<file path="config.mk">
export PLATFORM = sky130hd
export DESIGN_NAME = rgmc_top
export DESIGN_NICKNAME = d
export VERILOG_FILES = /design/src/logic/rgmc_pkg.sv /design/src/logic/rgmc_boot_crc.sv /design/src/logic/rgmc_top.sv
export VERILOG_INCLUDE_DIRS = /design/src /design/src/logic
export SDC_FILE = /design/constraint.sdc
export NUM_CORES = 1
export LEC_CHECK = 0
export BUFFER_PORTS_ARGS = -buffer_cell sky130_fd_sc_hd__buf_4
export CORE_ASPECT_RATIO = 0.75
export CORE_UTILIZATION = 40
export DETAILED_ROUTE_END_ITERATION = 8
export GPL_ROUTABILITY_DRIVEN = 0
export SYNTH_ARGS = -nofsm -noshare
export SYNTH_HDL_FRONTEND = slang
export SYNTH_HIERARCHICAL = 1
export SYNTH_SLANG_ARGS = --single-unit
</file>
<file path="constraint.sdc">
create_clock -name mclk -period 10.3 [get_ports mclk]
set_clock_uncertainty 0.2 [all_clocks]
set_input_delay 1.03 -clock mclk [delete_from_list [all_inputs] [get_ports mclk]]
set_output_delay 1.03 -clock mclk [all_outputs]
set_load 0.005 [all_outputs]
</file>
<file path="src/logic/rgmc_regs.svh">
// Register offsets, field positions, reset values and timing constants of the RF gain mode controller
// Contract
// RQ1: At reset a firmware check runs; operation starts only on a clean result.
// RQ2: After a clean boot the front indicator steps red, yellow, then green.
// RQ3: Any boot error lights the indicator steady red and raises a boot alarm.
// RQ4: A failed firmware check halts operation and blinks the indicator red.
// RQ5: Automatic group holds preset, set, set-equate; manual group holds manual, manual-equate.
// RQ6: Preset samples main-path power and steps the attenuator toward the stored target.
// RQ7: Set mode adjusts the offset in single 0.5 dB steps; other step sizes are refused.
// RQ8: A new set offset moves the loop target and is kept in nonvolatile storage.
// RQ9: Set-equate clears the stored offset to the preset point, then becomes set.
// RQ10: CW/video selection applies in preset or set only, never in manual.
// RQ11: In preset or set the controller toggles CW and video; the device applies it.
// RQ12: Video lowers the target by the chosen 2, 3, 4 or 5 dB offset.
// RQ13: A new unit starts in preset, video, with a 4 dB video offset.
// RQ14: Manual steps the level by 0.5 dB and then holds it without correction.
// RQ15: Entering manual restores the attenuator from the stored manual value.
// RQ16: Manual-equate stores the present attenuator as manual value, then becomes manual.
// RQ17: Later power-ups recall the stored settings and resume the last mode.
// RQ18: Attenuator is an unsigned 0.5 dB count that saturates at both ends.
// RQ19: An equate finishes its copy before switching; mode commands wait until then (the code refuses mode writes in the equate cycle instead).
`ifndef RGMC_REGS_SVH
`define RGMC_REGS_SVH
`define RGMC_AW        8
`define RGMC_A_MODE    8'h00
`define RGMC_A_SEC     8'h04
`define RGMC_A_STEP    8'h08
`define RGMC_A_ATTEN   8'h0c
`define RGMC_A_STATUS  8'h10
`define RGMC_A_ISTAT   8'h14
`define RGMC_A_IMASK   8'h18
`define RGMC_A_TARGET  8'h1c
`define RGMC_SEC_VIDEO 0
`define RGMC_STEP_UP   8'h01
`define RGMC_STEP_DN   8'hff
`define RGMC_OFF_MAX   8'sh7f
`define RGMC_OFF_MIN   8'sh81
`define RGMC_ATT_MIN   8'h00
`define RGMC_ATT_MAX   8'hff
`define RGMC_ATT_RST   8'h40
`define RGMC_TGT_RST   8'h80
`define RGMC_VSEL_RST  2'h2
`define RGMC_VID_BASE  3'h2
`define RGMC_EV_BOOT   0
`define RGMC_EV_REJ    1
`define RGMC_EV_MODE   2
`define RGMC_NEV       3
`define RGMC_FW_AW     4
`define RGMC_FW_LAST   4'hf
`define RGMC_CRC_POLY  16'h1021
`define RGMC_CRC_INIT  16'hffff
`define RGMC_CLK_MHZ   100
`define RGMC_PHASE_MS  500
`define RGMC_BLINK_MS  250
`define RGMC_AGC_US    10
`endif

</file>
<file path="src/logic/rgmc_pkg.sv">
// Types shared by the RF gain mode controller
`include "rgmc_regs.svh"
package rgmc_pkg;
  typedef enum logic [2:0] {
    MD_PRESET = 3'b000,
    MD_SET    = 3'b001,
    MD_SETEQ  = 3'b010,
    MD_MANUAL = 3'b011,
    MD_MANEQ  = 3'b100
  } rgmc_mode_t;
  typedef enum logic [2:0] {
    BT_CRC = 3'b000,
    BT_RED = 3'b001,
    BT_YEL = 3'b010,
    BT_GRN = 3'b011,
    BT_ERR = 3'b100,
    BT_BAD = 3'b101
  } rgmc_boot_t;
  typedef struct packed {
    logic                psel;
    logic                penable;
    logic                pwrite;
    logic [`RGMC_AW-1:0] paddr;
    logic [31:0]         pwdata;
  } rgmc_apb_req_t;
  typedef struct packed {
    logic [31:0] prdata;
    logic        pready;
    logic        pslverr;
  } rgmc_apb_rsp_t;
  typedef struct packed {
    logic red;
    logic green;
  } rgmc_led_t;
endpackage

</file>
<file path="src/logic/rgmc_boot_crc.sv">
// Boot-time firmware walker and CRC check
`timescale 1ns/1ps
`include "rgmc_regs.svh"
module rgmc_boot_crc (
  input  wire logic                  mclk,
  input  wire logic                  rst,
  input  wire logic [15:0]           fw_rdata,
  output logic      [`RGMC_FW_AW-1:0] fw_addr,
  output logic                       done,
  output logic                       pass
);
  logic [`RGMC_FW_AW-1:0] addr_q;
  logic [`RGMC_FW_AW-1:0] got_q;
  logic                   vld_q;
  logic                   done_q;
  logic                   pass_q;
  logic [15:0]            crc_q;

  // Bitwise CRC-16 over one image word, msb first
  function automatic logic [15:0] crc16_step(input logic [15:0] c, input logic [15:0] d);
    logic [15:0] r;
    r = c;
    for (int i = 15; i >= 0; i--) begin
      r = (r[15] ^ d[i]) ? ({r[14:0], 1'b0} ^ `RGMC_CRC_POLY) : {r[14:0], 1'b0};
    end
    return r;
  endfunction

  // Image read has one cycle latency; last word holds the expected check value
  always_ff @(posedge mclk) begin
    if (rst) begin
      addr_q <= '0;
      got_q  <= '0;
      vld_q  <= 1'b0;
      done_q <= 1'b0;
      pass_q <= 1'b0;
      crc_q  <= `RGMC_CRC_INIT;
    end else if (!done_q) begin
      if (addr_q != `RGMC_FW_LAST) begin
        addr_q <= addr_q + 1'b1;
      end
      vld_q <= 1'b1;
      got_q <= addr_q;
      if (vld_q) begin
        if (got_q == `RGMC_FW_LAST) begin
          done_q <= 1'b1;
          pass_q <= (fw_rdata == crc_q); // see RQ1
        end else begin
          crc_q <= crc16_step(crc_q, fw_rdata);
        end
      end
    end
  end

  assign fw_addr = addr_q;
  assign done    = done_q;
  assign pass    = pass_q;
endmodule

</file>
<file path="src/logic/rgmc_top.sv">
// RF gain mode controller: boot check, gain modes, settings store and APB registers
//
// Chosen here: the placing of the registers and the APB slave port.
`timescale 1ns/1ps
`include "rgmc_regs.svh"
module rgmc_top #(
  parameter int PHASE_CYC = `RGMC_PHASE_MS * 1000 * `RGMC_CLK_MHZ,
  parameter int BLINK_CYC = `RGMC_BLINK_MS * 1000 * `RGMC_CLK_MHZ
) (
  input  wire logic                    mclk,
  input  wire logic                    rst,
  input  wire logic                    por,
  input  wire rgmc_pkg::rgmc_apb_req_t apb_req,
  output rgmc_pkg::rgmc_apb_rsp_t      apb_rsp,
  output logic                         irq,
  input  wire logic [7:0]              rf_power,
  output logic      [7:0]              atten,
  input  wire logic [15:0]             fw_rdata,
  input  wire logic                    fw_err,
  output logic      [`RGMC_FW_AW-1:0]  fw_addr,
  output rgmc_pkg::rgmc_led_t          front_status_indicator,
  output logic                         boot_alarm,
  output logic                         running
);
  import rgmc_pkg::*;

  localparam int AGC_CYC = `RGMC_AGC_US * `RGMC_CLK_MHZ;

  rgmc_boot_t           boot_q;
  rgmc_mode_t           mode_q;
  rgmc_mode_t           new_mode;
  rgmc_apb_rsp_t        rsp_q;
  rgmc_led_t            led_q;
  logic [25:0]          ph_cnt_q;
  logic                 blink_q;
  logic                 running_q;
  logic                 alarm_q;
  logic                 crc_done;
  logic                 crc_pass;
  logic [7:0]           pw_s1_q;
  logic [7:0]           pw_s2_q;
  logic                 video_q;
  logic [1:0]           vsel_q;
  logic signed [7:0]    nvm_off_q;
  logic [7:0]           nvm_man_q;
  logic [7:0]           nvm_tgt_q;
  logic [7:0]           atten_q;
  logic [9:0]           agc_cnt_q;
  logic                 man_seen_q;
  logic [`RGMC_NEV-1:0] stat_q;
  logic [`RGMC_NEV-1:0] mask_q;
  logic                 irq_q;
  logic [31:0]          rd_data;
  logic                 rd_hit;
  logic signed [9:0]    tgt;
  logic                 wr_fire;
  logic                 wr_mode;
  logic                 wr_sec;
  logic                 wr_step;
  logic                 busy;
  logic                 mode_ok;
  logic                 step_up;
  logic                 step_dn;
  logic                 step_ok;
  logic                 sec_ok;
  logic                 reject;
  logic                 man_enter;
  logic                 agc_on;
  logic                 agc_tick;
  logic                 pw_gt;
  logic                 pw_lt;
  logic                 boot_fail;
  logic [`RGMC_NEV-1:0] ev;

  // Saturating one-count step of the attenuator
  function automatic logic [7:0] sat_step(input logic [7:0] v, input logic up, input logic dn);
    if (up && v != `RGMC_ATT_MAX) begin
      return v + 8'h01;
    end
    if (dn && v != `RGMC_ATT_MIN) begin
      return v - 8'h01;
    end
    return v;
  endfunction

  // Video offset select 0..3 maps to 2..5 dB, counted in half-dB units
  function automatic logic [7:0] vid_cnt(input logic [1:0] sel);
    return {4'h0, ({1'b0, sel} + `RGMC_VID_BASE), 1'b0};
  endfunction

  rgmc_boot_crc u_crc (
    .mclk     (mclk),
    .rst      (rst),
    .fw_rdata (fw_rdata),
    .fw_addr  (fw_addr),
    .done     (crc_done),
    .pass     (crc_pass)
  );

  // Power reading comes from the converter pins, so it is synchronised first
  always_ff @(posedge mclk) begin
    pw_s1_q <= rf_power;
    pw_s2_q <= pw_s1_q;
  end

  // Boot sequence: check, then red, yellow, green; errors park the machine
  always_ff @(posedge mclk) begin
    if (rst) begin
      boot_q    <= BT_CRC;
      ph_cnt_q  <= '0;
      blink_q   <= 1'b0;
      running_q <= 1'b0;
    end else begin
      case (boot_q)
        BT_CRC: begin
          if (fw_err) begin
            boot_q <= BT_ERR; // see RQ3
          end else if (crc_done) begin
            boot_q <= crc_pass ? BT_RED : BT_BAD; // see RQ1
          end
        end
        BT_RED, BT_YEL: begin
          if (ph_cnt_q == 26'(PHASE_CYC - 1)) begin
            ph_cnt_q <= '0;
            boot_q   <= (boot_q == BT_RED) ? BT_YEL : BT_GRN; // see RQ2
            if (boot_q == BT_YEL) begin
              running_q <= 1'b1; // see RQ1
            end
          end else begin
            ph_cnt_q <= ph_cnt_q + 26'h1;
          end
        end
        BT_BAD: begin
          if (ph_cnt_q == 26'(BLINK_CYC - 1)) begin
            ph_cnt_q <= '0;
            blink_q  <= !blink_q; // see RQ4
          end else begin
            ph_cnt_q <= ph_cnt_q + 26'h1;
          end
        end
        default: ;
      endcase
    end
  end

  assign boot_fail = (boot_q == BT_CRC) && (fw_err || (crc_done && !crc_pass));

  // Indicator colours; yellow is red and green together
  always_ff @(posedge mclk) begin
    if (rst) begin
      led_q   <= '0;
      alarm_q <= 1'b0;
    end else begin
      alarm_q <= boot_fail; // see RQ3
      case (boot_q)
        BT_RED:  led_q <= '{red: 1'b1, green: 1'b0}; // see RQ2
        BT_YEL:  led_q <= '{red: 1'b1, green: 1'b1};
        BT_GRN:  led_q <= '{red: 1'b0, green: 1'b1};
        BT_ERR:  led_q <= '{red: 1'b1, green: 1'b0}; // see RQ3
        BT_BAD:  led_q <= '{red: blink_q, green: 1'b0}; // see RQ4
        default: led_q <= '0;
      endcase
    end
  end

  // Command decode; writes take effect on the edge that completes the access
  assign wr_fire  = apb_req.psel && apb_req.penable && apb_req.pwrite && rsp_q.pready;
  assign wr_mode  = wr_fire && (apb_req.paddr == `RGMC_A_MODE);
  assign wr_sec   = wr_fire && (apb_req.paddr == `RGMC_A_SEC);
  assign wr_step  = wr_fire && (apb_req.paddr == `RGMC_A_STEP);
  assign new_mode = rgmc_mode_t'(apb_req.pwdata[2:0]);
  assign busy     = (mode_q == MD_SETEQ) || (mode_q == MD_MANEQ);
  assign mode_ok  = wr_mode && running_q && !busy && (apb_req.pwdata[2:0] <= MD_MANEQ); // see RQ5, RQ19
  assign step_up  = (apb_req.pwdata[7:0] == `RGMC_STEP_UP);
  assign step_dn  = (apb_req.pwdata[7:0] == `RGMC_STEP_DN);
  assign step_ok  = wr_step && running_q && !man_enter && (step_up || step_dn)
                    && ((mode_q == MD_SET) || (mode_q == MD_MANUAL)); // see RQ7, RQ14
  assign sec_ok   = wr_sec && running_q && ((mode_q == MD_PRESET) || (mode_q == MD_SET)); // see RQ10, RQ11
  assign reject   = (wr_mode && !mode_ok) || (wr_step && !step_ok) || (wr_sec && !sec_ok);

  // Operating mode lives in the settings store: rst leaves it, power-on loads defaults
  always_ff @(posedge mclk) begin
    if (por) begin
      mode_q <= MD_PRESET; // see RQ13
    end else if (mode_q == MD_SETEQ) begin
      mode_q <= MD_SET; // see RQ9
    end else if (mode_q == MD_MANEQ) begin
      mode_q <= MD_MANUAL; // see RQ16
    end else if (mode_ok) begin
      mode_q <= new_mode; // see RQ17
    end
  end

  // Secondary CW/video selection, stored
  always_ff @(posedge mclk) begin
    if (por) begin
      video_q <= 1'b1; // see RQ13
      vsel_q  <= `RGMC_VSEL_RST;
    end else if (sec_ok) begin
      video_q <= apb_req.pwdata[`RGMC_SEC_VIDEO]; // see RQ11
      vsel_q  <= apb_req.pwdata[2:1]; // see RQ12
    end
  end

  // Stored set offset; the equate copy happens in the equate cycle itself
  always_ff @(posedge mclk) begin
    if (por) begin
      nvm_off_q <= '0;
    end else if (mode_q == MD_SETEQ) begin
      nvm_off_q <= '0; // see RQ9, RQ19
    end else if (step_ok && mode_q == MD_SET) begin
      if (step_up && nvm_off_q != `RGMC_OFF_MAX) begin
        nvm_off_q <= nvm_off_q + 8'sh01; // see RQ7, RQ8
      end else if (step_dn && nvm_off_q != `RGMC_OFF_MIN) begin
        nvm_off_q <= nvm_off_q - 8'sh01;
      end
    end
  end

  // Stored manual attenuator value and factory target
  always_ff @(posedge mclk) begin
    if (por) begin
      nvm_man_q <= `RGMC_ATT_RST;
      nvm_tgt_q <= `RGMC_TGT_RST;
    end else begin
      if (mode_q == MD_MANEQ) begin
        nvm_man_q <= atten_q; // see RQ16, RQ19
      end else if (step_ok && mode_q == MD_MANUAL) begin
        nvm_man_q <= sat_step(atten_q, step_up, step_dn); // see RQ14
      end
      if (wr_fire && apb_req.paddr == `RGMC_A_TARGET) begin
        nvm_tgt_q <= apb_req.pwdata[7:0];
      end
    end
  end

  // Loop target in half-dB units: preset, plus set offset, minus video offset
  always_comb begin
    tgt = signed'({2'b00, nvm_tgt_q});
    if (mode_q == MD_SET) begin
      tgt = tgt + 10'(nvm_off_q); // see RQ8
    end
    if (video_q) begin
      tgt = tgt - signed'({2'b00, vid_cnt(vsel_q)}); // see RQ12
    end
  end

  assign pw_gt     = signed'({2'b00, pw_s2_q}) > tgt;
  assign pw_lt     = signed'({2'b00, pw_s2_q}) < tgt;
  assign agc_on    = running_q && ((mode_q == MD_PRESET) || (mode_q == MD_SET));
  assign agc_tick  = (agc_cnt_q == 10'(AGC_CYC - 1));
  assign man_enter = running_q && (mode_q == MD_MANUAL) && !man_seen_q;

  // Attenuator: recall on manual entry, manual steps, else periodic loop correction
  always_ff @(posedge mclk) begin
    if (rst) begin
      atten_q    <= `RGMC_ATT_MAX;
      agc_cnt_q  <= '0;
      man_seen_q <= 1'b0;
    end else begin
      man_seen_q <= running_q && (mode_q == MD_MANUAL);
      agc_cnt_q  <= agc_tick ? 10'h000 : agc_cnt_q + 10'h001;
      if (man_enter) begin
        atten_q <= nvm_man_q; // see RQ15, RQ17
      end else if (step_ok && mode_q == MD_MANUAL) begin
        atten_q <= sat_step(atten_q, step_up, step_dn); // see RQ14, RQ18
      end else if (agc_on && agc_tick) begin
        atten_q <= sat_step(atten_q, pw_gt, pw_lt); // see RQ6, RQ18
      end
    end
  end

  // Sticky events; a new event wins over a same-cycle clear
  assign ev = {mode_ok, reject, boot_fail};
  always_ff @(posedge mclk) begin
    if (rst) begin
      stat_q <= '0;
      mask_q <= '0;
      irq_q  <= 1'b0;
    end else begin
      irq_q <= |(stat_q & mask_q);
      if (wr_fire && apb_req.paddr == `RGMC_A_ISTAT) begin
        stat_q <= (stat_q & ~apb_req.pwdata[`RGMC_NEV-1:0]) | ev;
      end else begin
        stat_q <= stat_q | ev;
      end
      if (wr_fire && apb_req.paddr == `RGMC_A_IMASK) begin
        mask_q <= apb_req.pwdata[`RGMC_NEV-1:0];
      end
    end
  end

  // Read mux; unmapped offsets read zero and flag an error
  always_comb begin
    rd_data = 32'h0000_0000;
    rd_hit  = 1'b1;
    case (apb_req.paddr)
      `RGMC_A_MODE:   rd_data = {29'h0, mode_q};
      `RGMC_A_SEC:    rd_data = {29'h0, vsel_q, video_q};
      `RGMC_A_STEP:   rd_data = {24'h0, nvm_off_q};
      `RGMC_A_ATTEN:  rd_data = {16'h0, nvm_man_q, atten_q};
      `RGMC_A_STATUS: rd_data = {26'h0, running_q, led_q, boot_q};
      `RGMC_A_ISTAT:  rd_data = {29'h0, stat_q};
      `RGMC_A_IMASK:  rd_data = {29'h0, mask_q};
      `RGMC_A_TARGET: rd_data = {24'h0, nvm_tgt_q};
      default:        rd_hit  = 1'b0;
    endcase
  end

  // APB slave: one wait state, answer registered
  always_ff @(posedge mclk) begin
    if (rst) begin
      rsp_q <= '0;
    end else begin
      rsp_q.pready <= apb_req.psel && apb_req.penable && !rsp_q.pready;
      if (apb_req.psel && apb_req.penable && !rsp_q.pready) begin
        rsp_q.prdata  <= apb_req.pwrite ? 32'h0000_0000 : rd_data;
        rsp_q.pslverr <= !rd_hit;
      end
    end
  end

  assign apb_rsp                = rsp_q;
  assign irq                    = irq_q;
  assign atten                  = atten_q;
  assign front_status_indicator = led_q;
  assign boot_alarm             = alarm_q;
  assign running                = running_q;
endmodule

</file>
==> impl_metrics.toml, run 1 <==
[timing]
fin_crit_ps = 4970
rsz0062_at_grt = "no"
finalHoldViolCount = 0
setup_viol = 0
fmax_ghz = 0.201
worstMarginPinSlew_ps = 1120
report.final.slew_viol_count = 0
setup-tns-final_ps = 0
hold-worst-slack_ps = 127
finalCritPeriodShare = 0.482
layout_setup_ws_ps = 5330
maxSlewHeadroom = 0.240

[logic_synthesis]
synth_largest_area_cell = "dfxtp_1"
syn_inst = 1032
yosysWarnings = 6
avgSynthCellArea_um2 = 8.56
synth_xor_area_frac = 0.128
yosys_register_bits = 151
synth_compound_area_frac = 0.149
synth_top_family_by_area = "simple AND/OR/NAND/NOR gates"
synthAdderAreaFrac = 0.0541
synth_top_area_share = 0.342
synth_edf_count = 0
synth_simple_gate_area_frac = 0.225
synth-main-ff-cell = "dfxtp_1"
synth_mux_area_frac = 0.0552
ys_seq_area_frac = 0.342
yosys-top-cells-area = "dfxtp_1, nor2_1, xnor2_1"
syn_area_um2 = 8830
synth.distinct_cells = 80
synth-async-reset-ratio = 0

[cells_and_area]
final_util = 0.476
drive_gt1_frac = 0.137
diodes = 0
final_nets = 1197
fin_cells = 1389
design_area_um2 = 10200
mostFrequentLayoutCells = "nor2_1, dfxtp_1, buf_4"
syn_to_final_growth_pct = 15.5
num-fill-cells = 2105
layout.cells.most_common = "nor2_1"

[placed_design]
pre_cts_ws_ps = 5370
dp_hpwl_um = 15900
placed_area_um2 = 9600
place_inst = 1358
portBuffers = 81

[power]
switchingPower_uw = 536
ir_drop_mv = 0.153
swShare = 0.300
comb_power_share = 0.282
intPower_mw = 1.25
share_seq_of_total_power = 0.360
powerDensity_nw_per_um2 = 175
power.total_mw = 1.79
p_leak_nw = 4.02
clkPwrFrac = 0.358

[setup_path]
r2r.worst_path.cells = 18
start_kind = "flip-flop"
critPathRequiredTime_ps = 10420
endpoint = "atten[3]$_SDFFE_PP1P_"
r2r_slack_ps = 5330
end_kind = "flip-flop"
rr_endpoint = "atten[3]$_SDFFE_PP1P_"
crit_start = "mode_q[0]$_SDFFE_PP0P_"
worstSetupPathDepth = 18
r2r-start = "mode_q[0]$_SDFFE_PP0P_"
critical_path_arrival_ps = 5090
critical_path_class = "flip-flop to flip-flop"
crit_buf_inv = 1
worst_path_dominant_cell_family = "simple AND/OR/NAND/NOR gates"
slowest_stage = "or3b_1"
critPathMaxStageDelay_ps = 610
cp_max_fo = 15
path_cells = "or3b_1 -> a21oi_1 -> ha_1 -> inv_1 -> fa_1 -> nand2_1 -> nand3b_1 -> or3_1 -> nor2_1 -> xnor2_1 -> ha_1 -> nand2_1 -> o21ai_0 -> nand3_2 -> nand3_1 -> a211oi_1 -> or4_1 -> o31a_1"

[global_routing]
overflow = 0
antenna_found_initial = 0
grt_pass1_vias = 6776
grt_max_degree = 78
grt_first_pass_wirelength_um = 35400
grt_util_all_layers = 0.195

[clocking]
clkTransAtPathRegs_ps = 70
clkLatencyLatePin_ps = 430
cts_max_path_buffers = 2
cts_tree = "done"
htree_levels = 4
cts-resized-gates = 0
cts_hold_buf = 0
post_cts_buffers = 0
clockRootBuffer = "clkbuf_16"
numCtsBuffers = 17
cts_sinks = 151

[worst_hold_path]
worstHoldStart = "pw_s1_q[1]$_DFF_P_"
hold_path.class = "flip-flop to flip-flop"

[drt]
dr.pass1.iters = 6
routed_via_density = 5.40
vias = 7495
drc = 0
antenna_left = 0
routedWlPerCell_um = 15.7
routed_wl_um = 21800
drt_iter0_markers = 627

[die]
pin_count = 122
die_area_um2 = 22700
dieWidth_um = 174
core_um2 = 21400
initial_core_util = 0.413
die_height_um = 131
rows = 46

[flow_run]
timing.max_cap.violations = 0

[run_status]
outcome = "complete, no violations"
## worst min-delay path by stage
| stage | slack [ps] | to | depth (start not counted) |
|---|---|---|---|
| after floorplan | 110 | pw_s2_q[0]$_DFF_P_ | 0 |
| after global placement | 110 | pw_s2_q[4]$_DFF_P_ | 0 |
| after detailed placement | 110 | pw_s2_q[1]$_DFF_P_ | 0 |
| after CTS | 130 | pw_s2_q[1]$_DFF_P_ | 0 |
| after global routing | 150 | pw_s2_q[3]$_DFF_P_ | 0 |
| final | 130 | pw_s2_q[1]$_DFF_P_ | 0 |
## synth_stat cells (all sizes together), types with 14 or more instances
| library cell | count |
|---|---|
| o21ai | 31 |
| nor3 | 31 |
| nor2 | 166 |
| buf | 25 |
| nand4 | 19 |
| mux2i | 42 |
| nand3 | 27 |
| dfxtp | 151 |
| clkbuf | 39 |
| inv | 24 |
| nand2b | 14 |
| xor2 | 44 |
| nand2 | 70 |
| a21oi | 57 |
| ha | 35 |
| xnor2 | 58 |
## routing by layer
layer	share of wire	vias up	GRT usage
met1	0.52	3504	0.292
met2	0.41	201	0.281
li1	-	3769	-
met5	0	-	0
met4	0.011	0	0.0464
met3	0.062	21	0.0463
## registers in the layout (all words and copies together), names as in the netlist, 4 cells and up
name / flops
ph_cnt_q: 26
apb_rsp: 18
u_crc/crc_q: 16
agc_cnt_q: 10
atten: 8
nvm_man_q: 8
nvm_off_q: 8
nvm_tgt_q: 8
pw_s1_q: 8
pw_s2_q: 8
u_crc/fw_addr: 4
u_crc/got_q: 4
## kinds of logic after synthesis
family | count (synthesis)
simple gates | 405
compound gates | 195
flops | 151
xor+xnor | 108
buf+inv | 89
mux | 46
fa+ha+maj | 37
other cells | 1
## cell type report
| cell class | instances | area [um2] | share of cell area |
|---|---|---|---|
| repair buffers | 87 | 653 | 0.0640 |
| multi-input cells | 807 | 5470 | 0.537 |
| well taps | 288 | 360 | 0.0353 |
| clock inverters | 11 | 139 | 0.0136 |
| inverters | 25 | 93.8 | 0.00920 |
| flip-flops and latches | 151 | 3020 | 0.296 |
| clock buffers | 20 | 457 | 0.0448 |
## worst reg2reg max path: stages (launching register included)
cell and delay, ps:
dfxtp_1 490, or3b_1 610, a21oi_1 260, ha_1 190, inv_1 50, fa_1 410, nand2_1 80, nand3b_1 80
or3_1 390, nor2_1 130, xnor2_1 90, ha_1 310, nand2_1 80, o21ai_0 200, nand3_2 190, nand3_1 390
a211oi_1 70, or4_1 500, o31a_1 120
## power by group through the flow
stage / Sequential, mW / Clock, mW / Combinational, mW
2_1_floorplan: 0.651 / 0 / 0.430
3_3_place_gp: 0.655 / 0 / 0.503
3_5_place_dp: 0.656 / 0 / 0.505
4_1_cts: 0.643 / 0.656 / 0.508
5_1_grt: 0.648 / 0.678 / 0.553
6_report: 0.643 / 0.641 / 0.504
Note: power is estimated with default switching activity, not from simulation.
==> inputs of run 2 (changes only) <==
- clock period: 10.3 -> 4.7 ns (I/O delays scaled with it)
==> run 2 against run 1 <==
  * Utilization rose by 1.5 points
  * Die area stayed put
  * Critical endpoint unchanged
  * Clock power grew 110%
  * Sequential power rose by 120%
  * Via count increased by 1.0%
  * Setup slack worse by 5000 ps
  * Count of clock-buffer cells in the layout down 2
==> impl_metrics.toml, run 2 (synthesized netlist as in run 1, its figures left out) <==
[run_status]
outcome = "complete, no violations"

[worst_hold_path]
worstHoldStart = "apb_req[7]"
hold_path.class = "input pin to flip-flop"

[timing]
worstMarginPinSlew_ps = 1030
report.final.slew_viol_count = 0
fin_crit_ps = 4410
maxSlewHeadroom = 0.305
finalCritPeriodShare = 0.938
finalHoldViolCount = 0
layout_setup_ws_ps = 293
fmax_ghz = 0.227
setup_viol = 0
hold-worst-slack_ps = 68.5

[global_routing]
grt_max_degree = 78
antenna_found_initial = 0
overflow = 0
grt_pass1_vias = 6896
grt_util_all_layers = 0.198
grt_first_pass_wirelength_um = 35700

[cells_and_area]
layout.cells.most_common = "nor2_1"
multi_input_area_um2 = 5530
syn_to_final_growth_pct = 19.1
mostFrequentLayoutCells = "nor2_1, dfxtp_1, buf_4"
register_area_um2 = 3030
final_nets = 1232
largest_register = "ph_cnt_q"
diodes = 0
drive_gt1_frac = 0.168
fin_cells = 1425
largest_reg_flops = 26
num-fill-cells = 2122

[clocking]
cts_sinks = 151
cts_tree = "done"
clkTransAtPathRegs_ps = 70
htree_levels = 4
cts_max_path_buffers = 2
clockRootBuffer = "clkbuf_16"
numCtsBuffers = 17
clkLatencyLatePin_ps = 430

[setup_path]
crit_buf_inv = 0
crit_start = "nvm_tgt_q[3]$_SDFFE_PP0P_"
path_cells = "ha_1 -> a21o_1 -> a22o_1 -> o31ai_1 -> nor2_1 -> xnor2_1 -> ha_1 -> nand4_1 -> nor2_1 -> a211oi_1 -> o21ai_1 -> nand3_2 -> a31oi_2 -> a21boi_4 -> or4_1 -> o31a_1"
cp_max_fo = 6
critPathMaxStageDelay_ps = 530
start_kind = "flip-flop"
end_kind = "flip-flop"
slowest_stage = "or4_1"
r2r-start = "nvm_tgt_q[3]$_SDFFE_PP0P_"
critPathRequiredTime_ps = 4820
worst_path_dominant_cell_family = "compound AO/OA/AOI/OAI gates"
critical_path_arrival_ps = 4530
critical_path_class = "flip-flop to flip-flop"

[die]
rows = 46
initial_core_util = 0.413
dieWidth_um = 174
die_area_um2 = 22700
die_height_um = 131
pin_count = 122
core_um2 = 21400

[power]
ir_drop_mv = 0.308
p_leak_nw = 4.20
power.total_mw = 3.88
powerDensity_nw_per_um2 = 369

[drt]
routedWlPerCell_um = 15.5
antenna_left = 0
dr.pass1.iters = 5
routed_via_density = 5.31
drc = 0
drt_iter0_markers = 640
vias = 7572
routed_wl_um = 22100

[placed_design]
portBuffers = 81
place_inst = 1385
pre_cts_ws_ps = -13.3
dp_hpwl_um = 16300

[flow_run]
timing.max_cap.violations = 0
## run 2: cell count changes in the layout (fill, tap and decap cells not counted), sizes merged
cell         change
clkinv           +2
clkbuf           -2
bufinv           -1
clkinvlp         -1
inv              +3
buf             +27
dlygate4sd3      +8
## run 2: layer usage
metal,track usage,share of wire,wire length [um],up-vias
met5,0,0,0,-
met4,0.0573,0.012,269,0
met3,0.0394,0.059,1310,20
met2,0.283,0.41,9070,209
met1,0.297,0.52,11400,3499
li1,-,-,-,3844
## run 2: cell type report
cell class              count  area share
multi-input cells         807       0.525
flip-flops and latches    151       0.288
repair buffers            122      0.0890
clock buffers              18      0.0418
well taps                 288      0.0343
clock inverters            14      0.0130
inverters                  25     0.00892
## run 2: through the flow
stage	setup TNS, ps	area [um2]	util
6_report	0	10500	0.491
5_1_grt	-18.5	10500	0.491
4_1_cts	0	10500	0.489
3_5_place_dp	-13.3	9810	0.458
3_3_place_gp	0	9810	0.458
2_1_floorplan	0	8890	-
## run 2: where the power goes
part	internal (mW)	total, mW	switching [mW]
Combinational	0.579	1.12	0.544
Sequential	1.35	1.41	0.0560
Clock	0.757	1.35	0.592
Total	2.69	3.88	1.19
## run 2: worst paths after layout
check                         endpoint  slack [ps]  cells after the start
max reg2reg      atten[3]$_SDFFE_PP1P_         290                     16
min          nvm_tgt_q[7]$_SDFFE_PP1P_          70                      2
min reg2reg         pw_s2_q[7]$_DFF_P_         130                      0
max              atten[3]$_SDFFE_PP1P_         290                     16
## run 2: repair_timing
item | 4_1_cts | 5_1_grt
hold buffers | 8 | 0
endpoints found under the hold margin | 8 | 0
setup buffers | 0 | 0
pin swaps | 0 | 3
setup endpoints to repair | 1 | 8
gates resized for setup | 1 | 14
==> inputs of run 3 (changes only) <==
- BUFFER_PORTS_ARGS: -buffer_cell sky130_fd_sc_hd__buf_4 -> unset
- DONT_BUFFER_PORTS: unset -> 1
==> run 3 against run 2 <==
  * Maximum frequency is 0.43% lower
  * Final cell count shrank 5.1%
  * Setup slack got worse by 19 ps
  * Clock power is 4% lower
  * Global-route usage grew 0.37 points
  * Non-clock buffer count shrank 71
==> impl_metrics.toml, run 3 (synthesized netlist as in run 1, its figures left out) <==
[die]
pin_count = 122
dieWidth_um = 174
die_area_um2 = 22700
rows = 46
core_um2 = 21400
die_height_um = 131
initial_core_util = 0.413

[cells_and_area]
drive_gt1_frac = 0.0967
register_area_um2 = 3020
mostFrequentLayoutCells = "nor2_1, dfxtp_1, nand2_1"
num-fill-cells = 2129
syn_to_final_growth_pct = 13.0
largest_reg_flops = 26
diodes = 0
largest_register = "ph_cnt_q"
multi_input_area_um2 = 5510
final_util = 0.466
final_nets = 1161
layout.cells.most_common = "nor2_1"

[setup_path]
start_kind = "flip-flop"
critical_path_arrival_ps = 4550
critical_path_class = "flip-flop to flip-flop"
r2r.worst_path.cells = 19
path_cells = "ha_4 -> a21o_1 -> xnor2_1 -> o21ai_0 -> buf_4 -> fa_1 -> nand2_1 -> nand3b_1 -> or3_4 -> nor2_1 -> xnor2_1 -> ha_1 -> a21oi_1 -> o21ai_2 -> nand3_4 -> a31oi_2 -> a21boi_4 -> or4_1 -> o31a_1"
worst_path_dominant_cell_family = "simple AND/OR/NAND/NOR gates"
cp_common_cell = "xnor2_1"
rr_endpoint = "atten[3]$_SDFFE_PP1P_"
crit_buf_inv = 1
critPathMaxStageDelay_ps = 530
cp_max_fo = 6
end_kind = "flip-flop"
r2r-start = "nvm_off_q[1]$_SDFFE_PP0P_"
critPathRequiredTime_ps = 4820
r2r_slack_ps = 270
slowest_stage = "or4_1"

[run_status]
outcome = "complete, no violations"

[timing]
report.final.slew_viol_count = 0
setup_viol = 0
hold-worst-slack_ps = 14.4
finalHoldViolCount = 0
setup-tns-final_ps = 0
fin_crit_ps = 4430
worstMarginPinSlew_ps = 1050
finalCritPeriodShare = 0.942
fmax_ghz = 0.226
rsz0062_at_grt = "no"
maxSlewHeadroom = 0.303

[global_routing]
grt_max_degree = 65
grt_first_pass_wirelength_um = 35900
grt_util_all_layers = 0.202
antenna_found_initial = 0
grt_pass1_vias = 6637
overflow = 0

[clocking]
cts_max_path_buffers = 2
post_cts_buffers = 0
htree_levels = 4
cts_sinks = 151
cts_tree = "done"
clkTransAtPathRegs_ps = 70
clkLatencyLatePin_ps = 430
numCtsBuffers = 17
clockRootBuffer = "clkbuf_16"

[flow_run]
timing.max_cap.violations = 0

[power]
powerDensity_nw_per_um2 = 380
power.total_mw = 3.79
p_leak_nw = 3.82
ir_drop_mv = 0.379

[drt]
vias = 7423
drt_iter0_markers = 542
routed_via_density = 5.49
dr.pass1.iters = 5
drc = 0
routed_wl_um = 22600
routedWlPerCell_um = 16.7
antenna_left = 0

[worst_hold_path]
hold_path.class = "input pin to flip-flop"
min_to = "atten[7]$_SDFFE_PP1P_"
worstHoldStart = "rst"
min_delay_path_depth = 2

[placed_design]
portBuffers = 0
dp_hpwl_um = 16000
## run 3: changes by cell type in the layout (fill, tap and decap cells not counted), sizes merged
cell and delta:
buf -81, inv -1, dlygate4sd3 +10, clkbuf -1, clkinv +2, bufinv -1
## run 3: worst max-delay path by stage
stage | from | end | slack, ps | cells past startpoint
after floorplan | mode_q[0]$_SDFFE_PP0P_ | atten[3]$_SDFFE_PP1P_ | 220 | 21
after global placement | nvm_off_q[1]$_SDFFE_PP0P_ | atten[3]$_SDFFE_PP1P_ | 90 | 19
after detailed placement | nvm_off_q[1]$_SDFFE_PP0P_ | atten[3]$_SDFFE_PP1P_ | 20 | 19
after CTS | nvm_off_q[1]$_SDFFE_PP0P_ | atten[3]$_SDFFE_PP1P_ | 10 | 19
after global routing | nvm_off_q[1]$_SDFFE_PP0P_ | atten[3]$_SDFFE_PP1P_ | 20 | 19
final | nvm_off_q[1]$_SDFFE_PP0P_ | atten[3]$_SDFFE_PP1P_ | 270 | 19
## run 3: where the power goes
part,internal [mW],leakage [nW],total [mW],switching [mW]
Combinational,0.558,2.32,1.09,0.529
Sequential,1.35,1.23,1.41,0.0557
Clock,0.688,0.270,1.30,0.609
## run 3: repair_timing
item                                    4_1_cts  5_1_grt
endpoints found under the hold margin        92        0
gates resized for setup                       0        8
endpoints found under the setup margin        0        8
hold buffers                                 19        0
## run 3: routing by layer
layer,part of all wire,global-route usage,wire (um)
met5,0,0,0
met4,0.0099,0.0459,224
met3,0.071,0.0489,1600
met2,0.41,0.292,9240
met1,0.51,0.299,11500
## run 3: area by class of cell
| class | instances | area share |
|---|---|---|
| inverters | 25 | 0.00940 |
| flip-flops and latches | 151 | 0.303 |
| clock buffers | 17 | 0.0426 |
| repair buffers | 51 | 0.0449 |
| well taps | 288 | 0.0361 |
| multi-input cells | 807 | 0.552 |
| clock inverters | 14 | 0.0118 |
## run 3: through the flow
stage          setup slack (ps)  instances  cell area (um2)
5_1_grt                    16.9       1353             9980
3_3_place_gp               93.6       1303             9190
3_5_place_dp               19.9       1303             9190
6_report                    274       1353             9980
4_1_cts                    10.3       1353             9940
2_1_floorplan               223       1047             8890
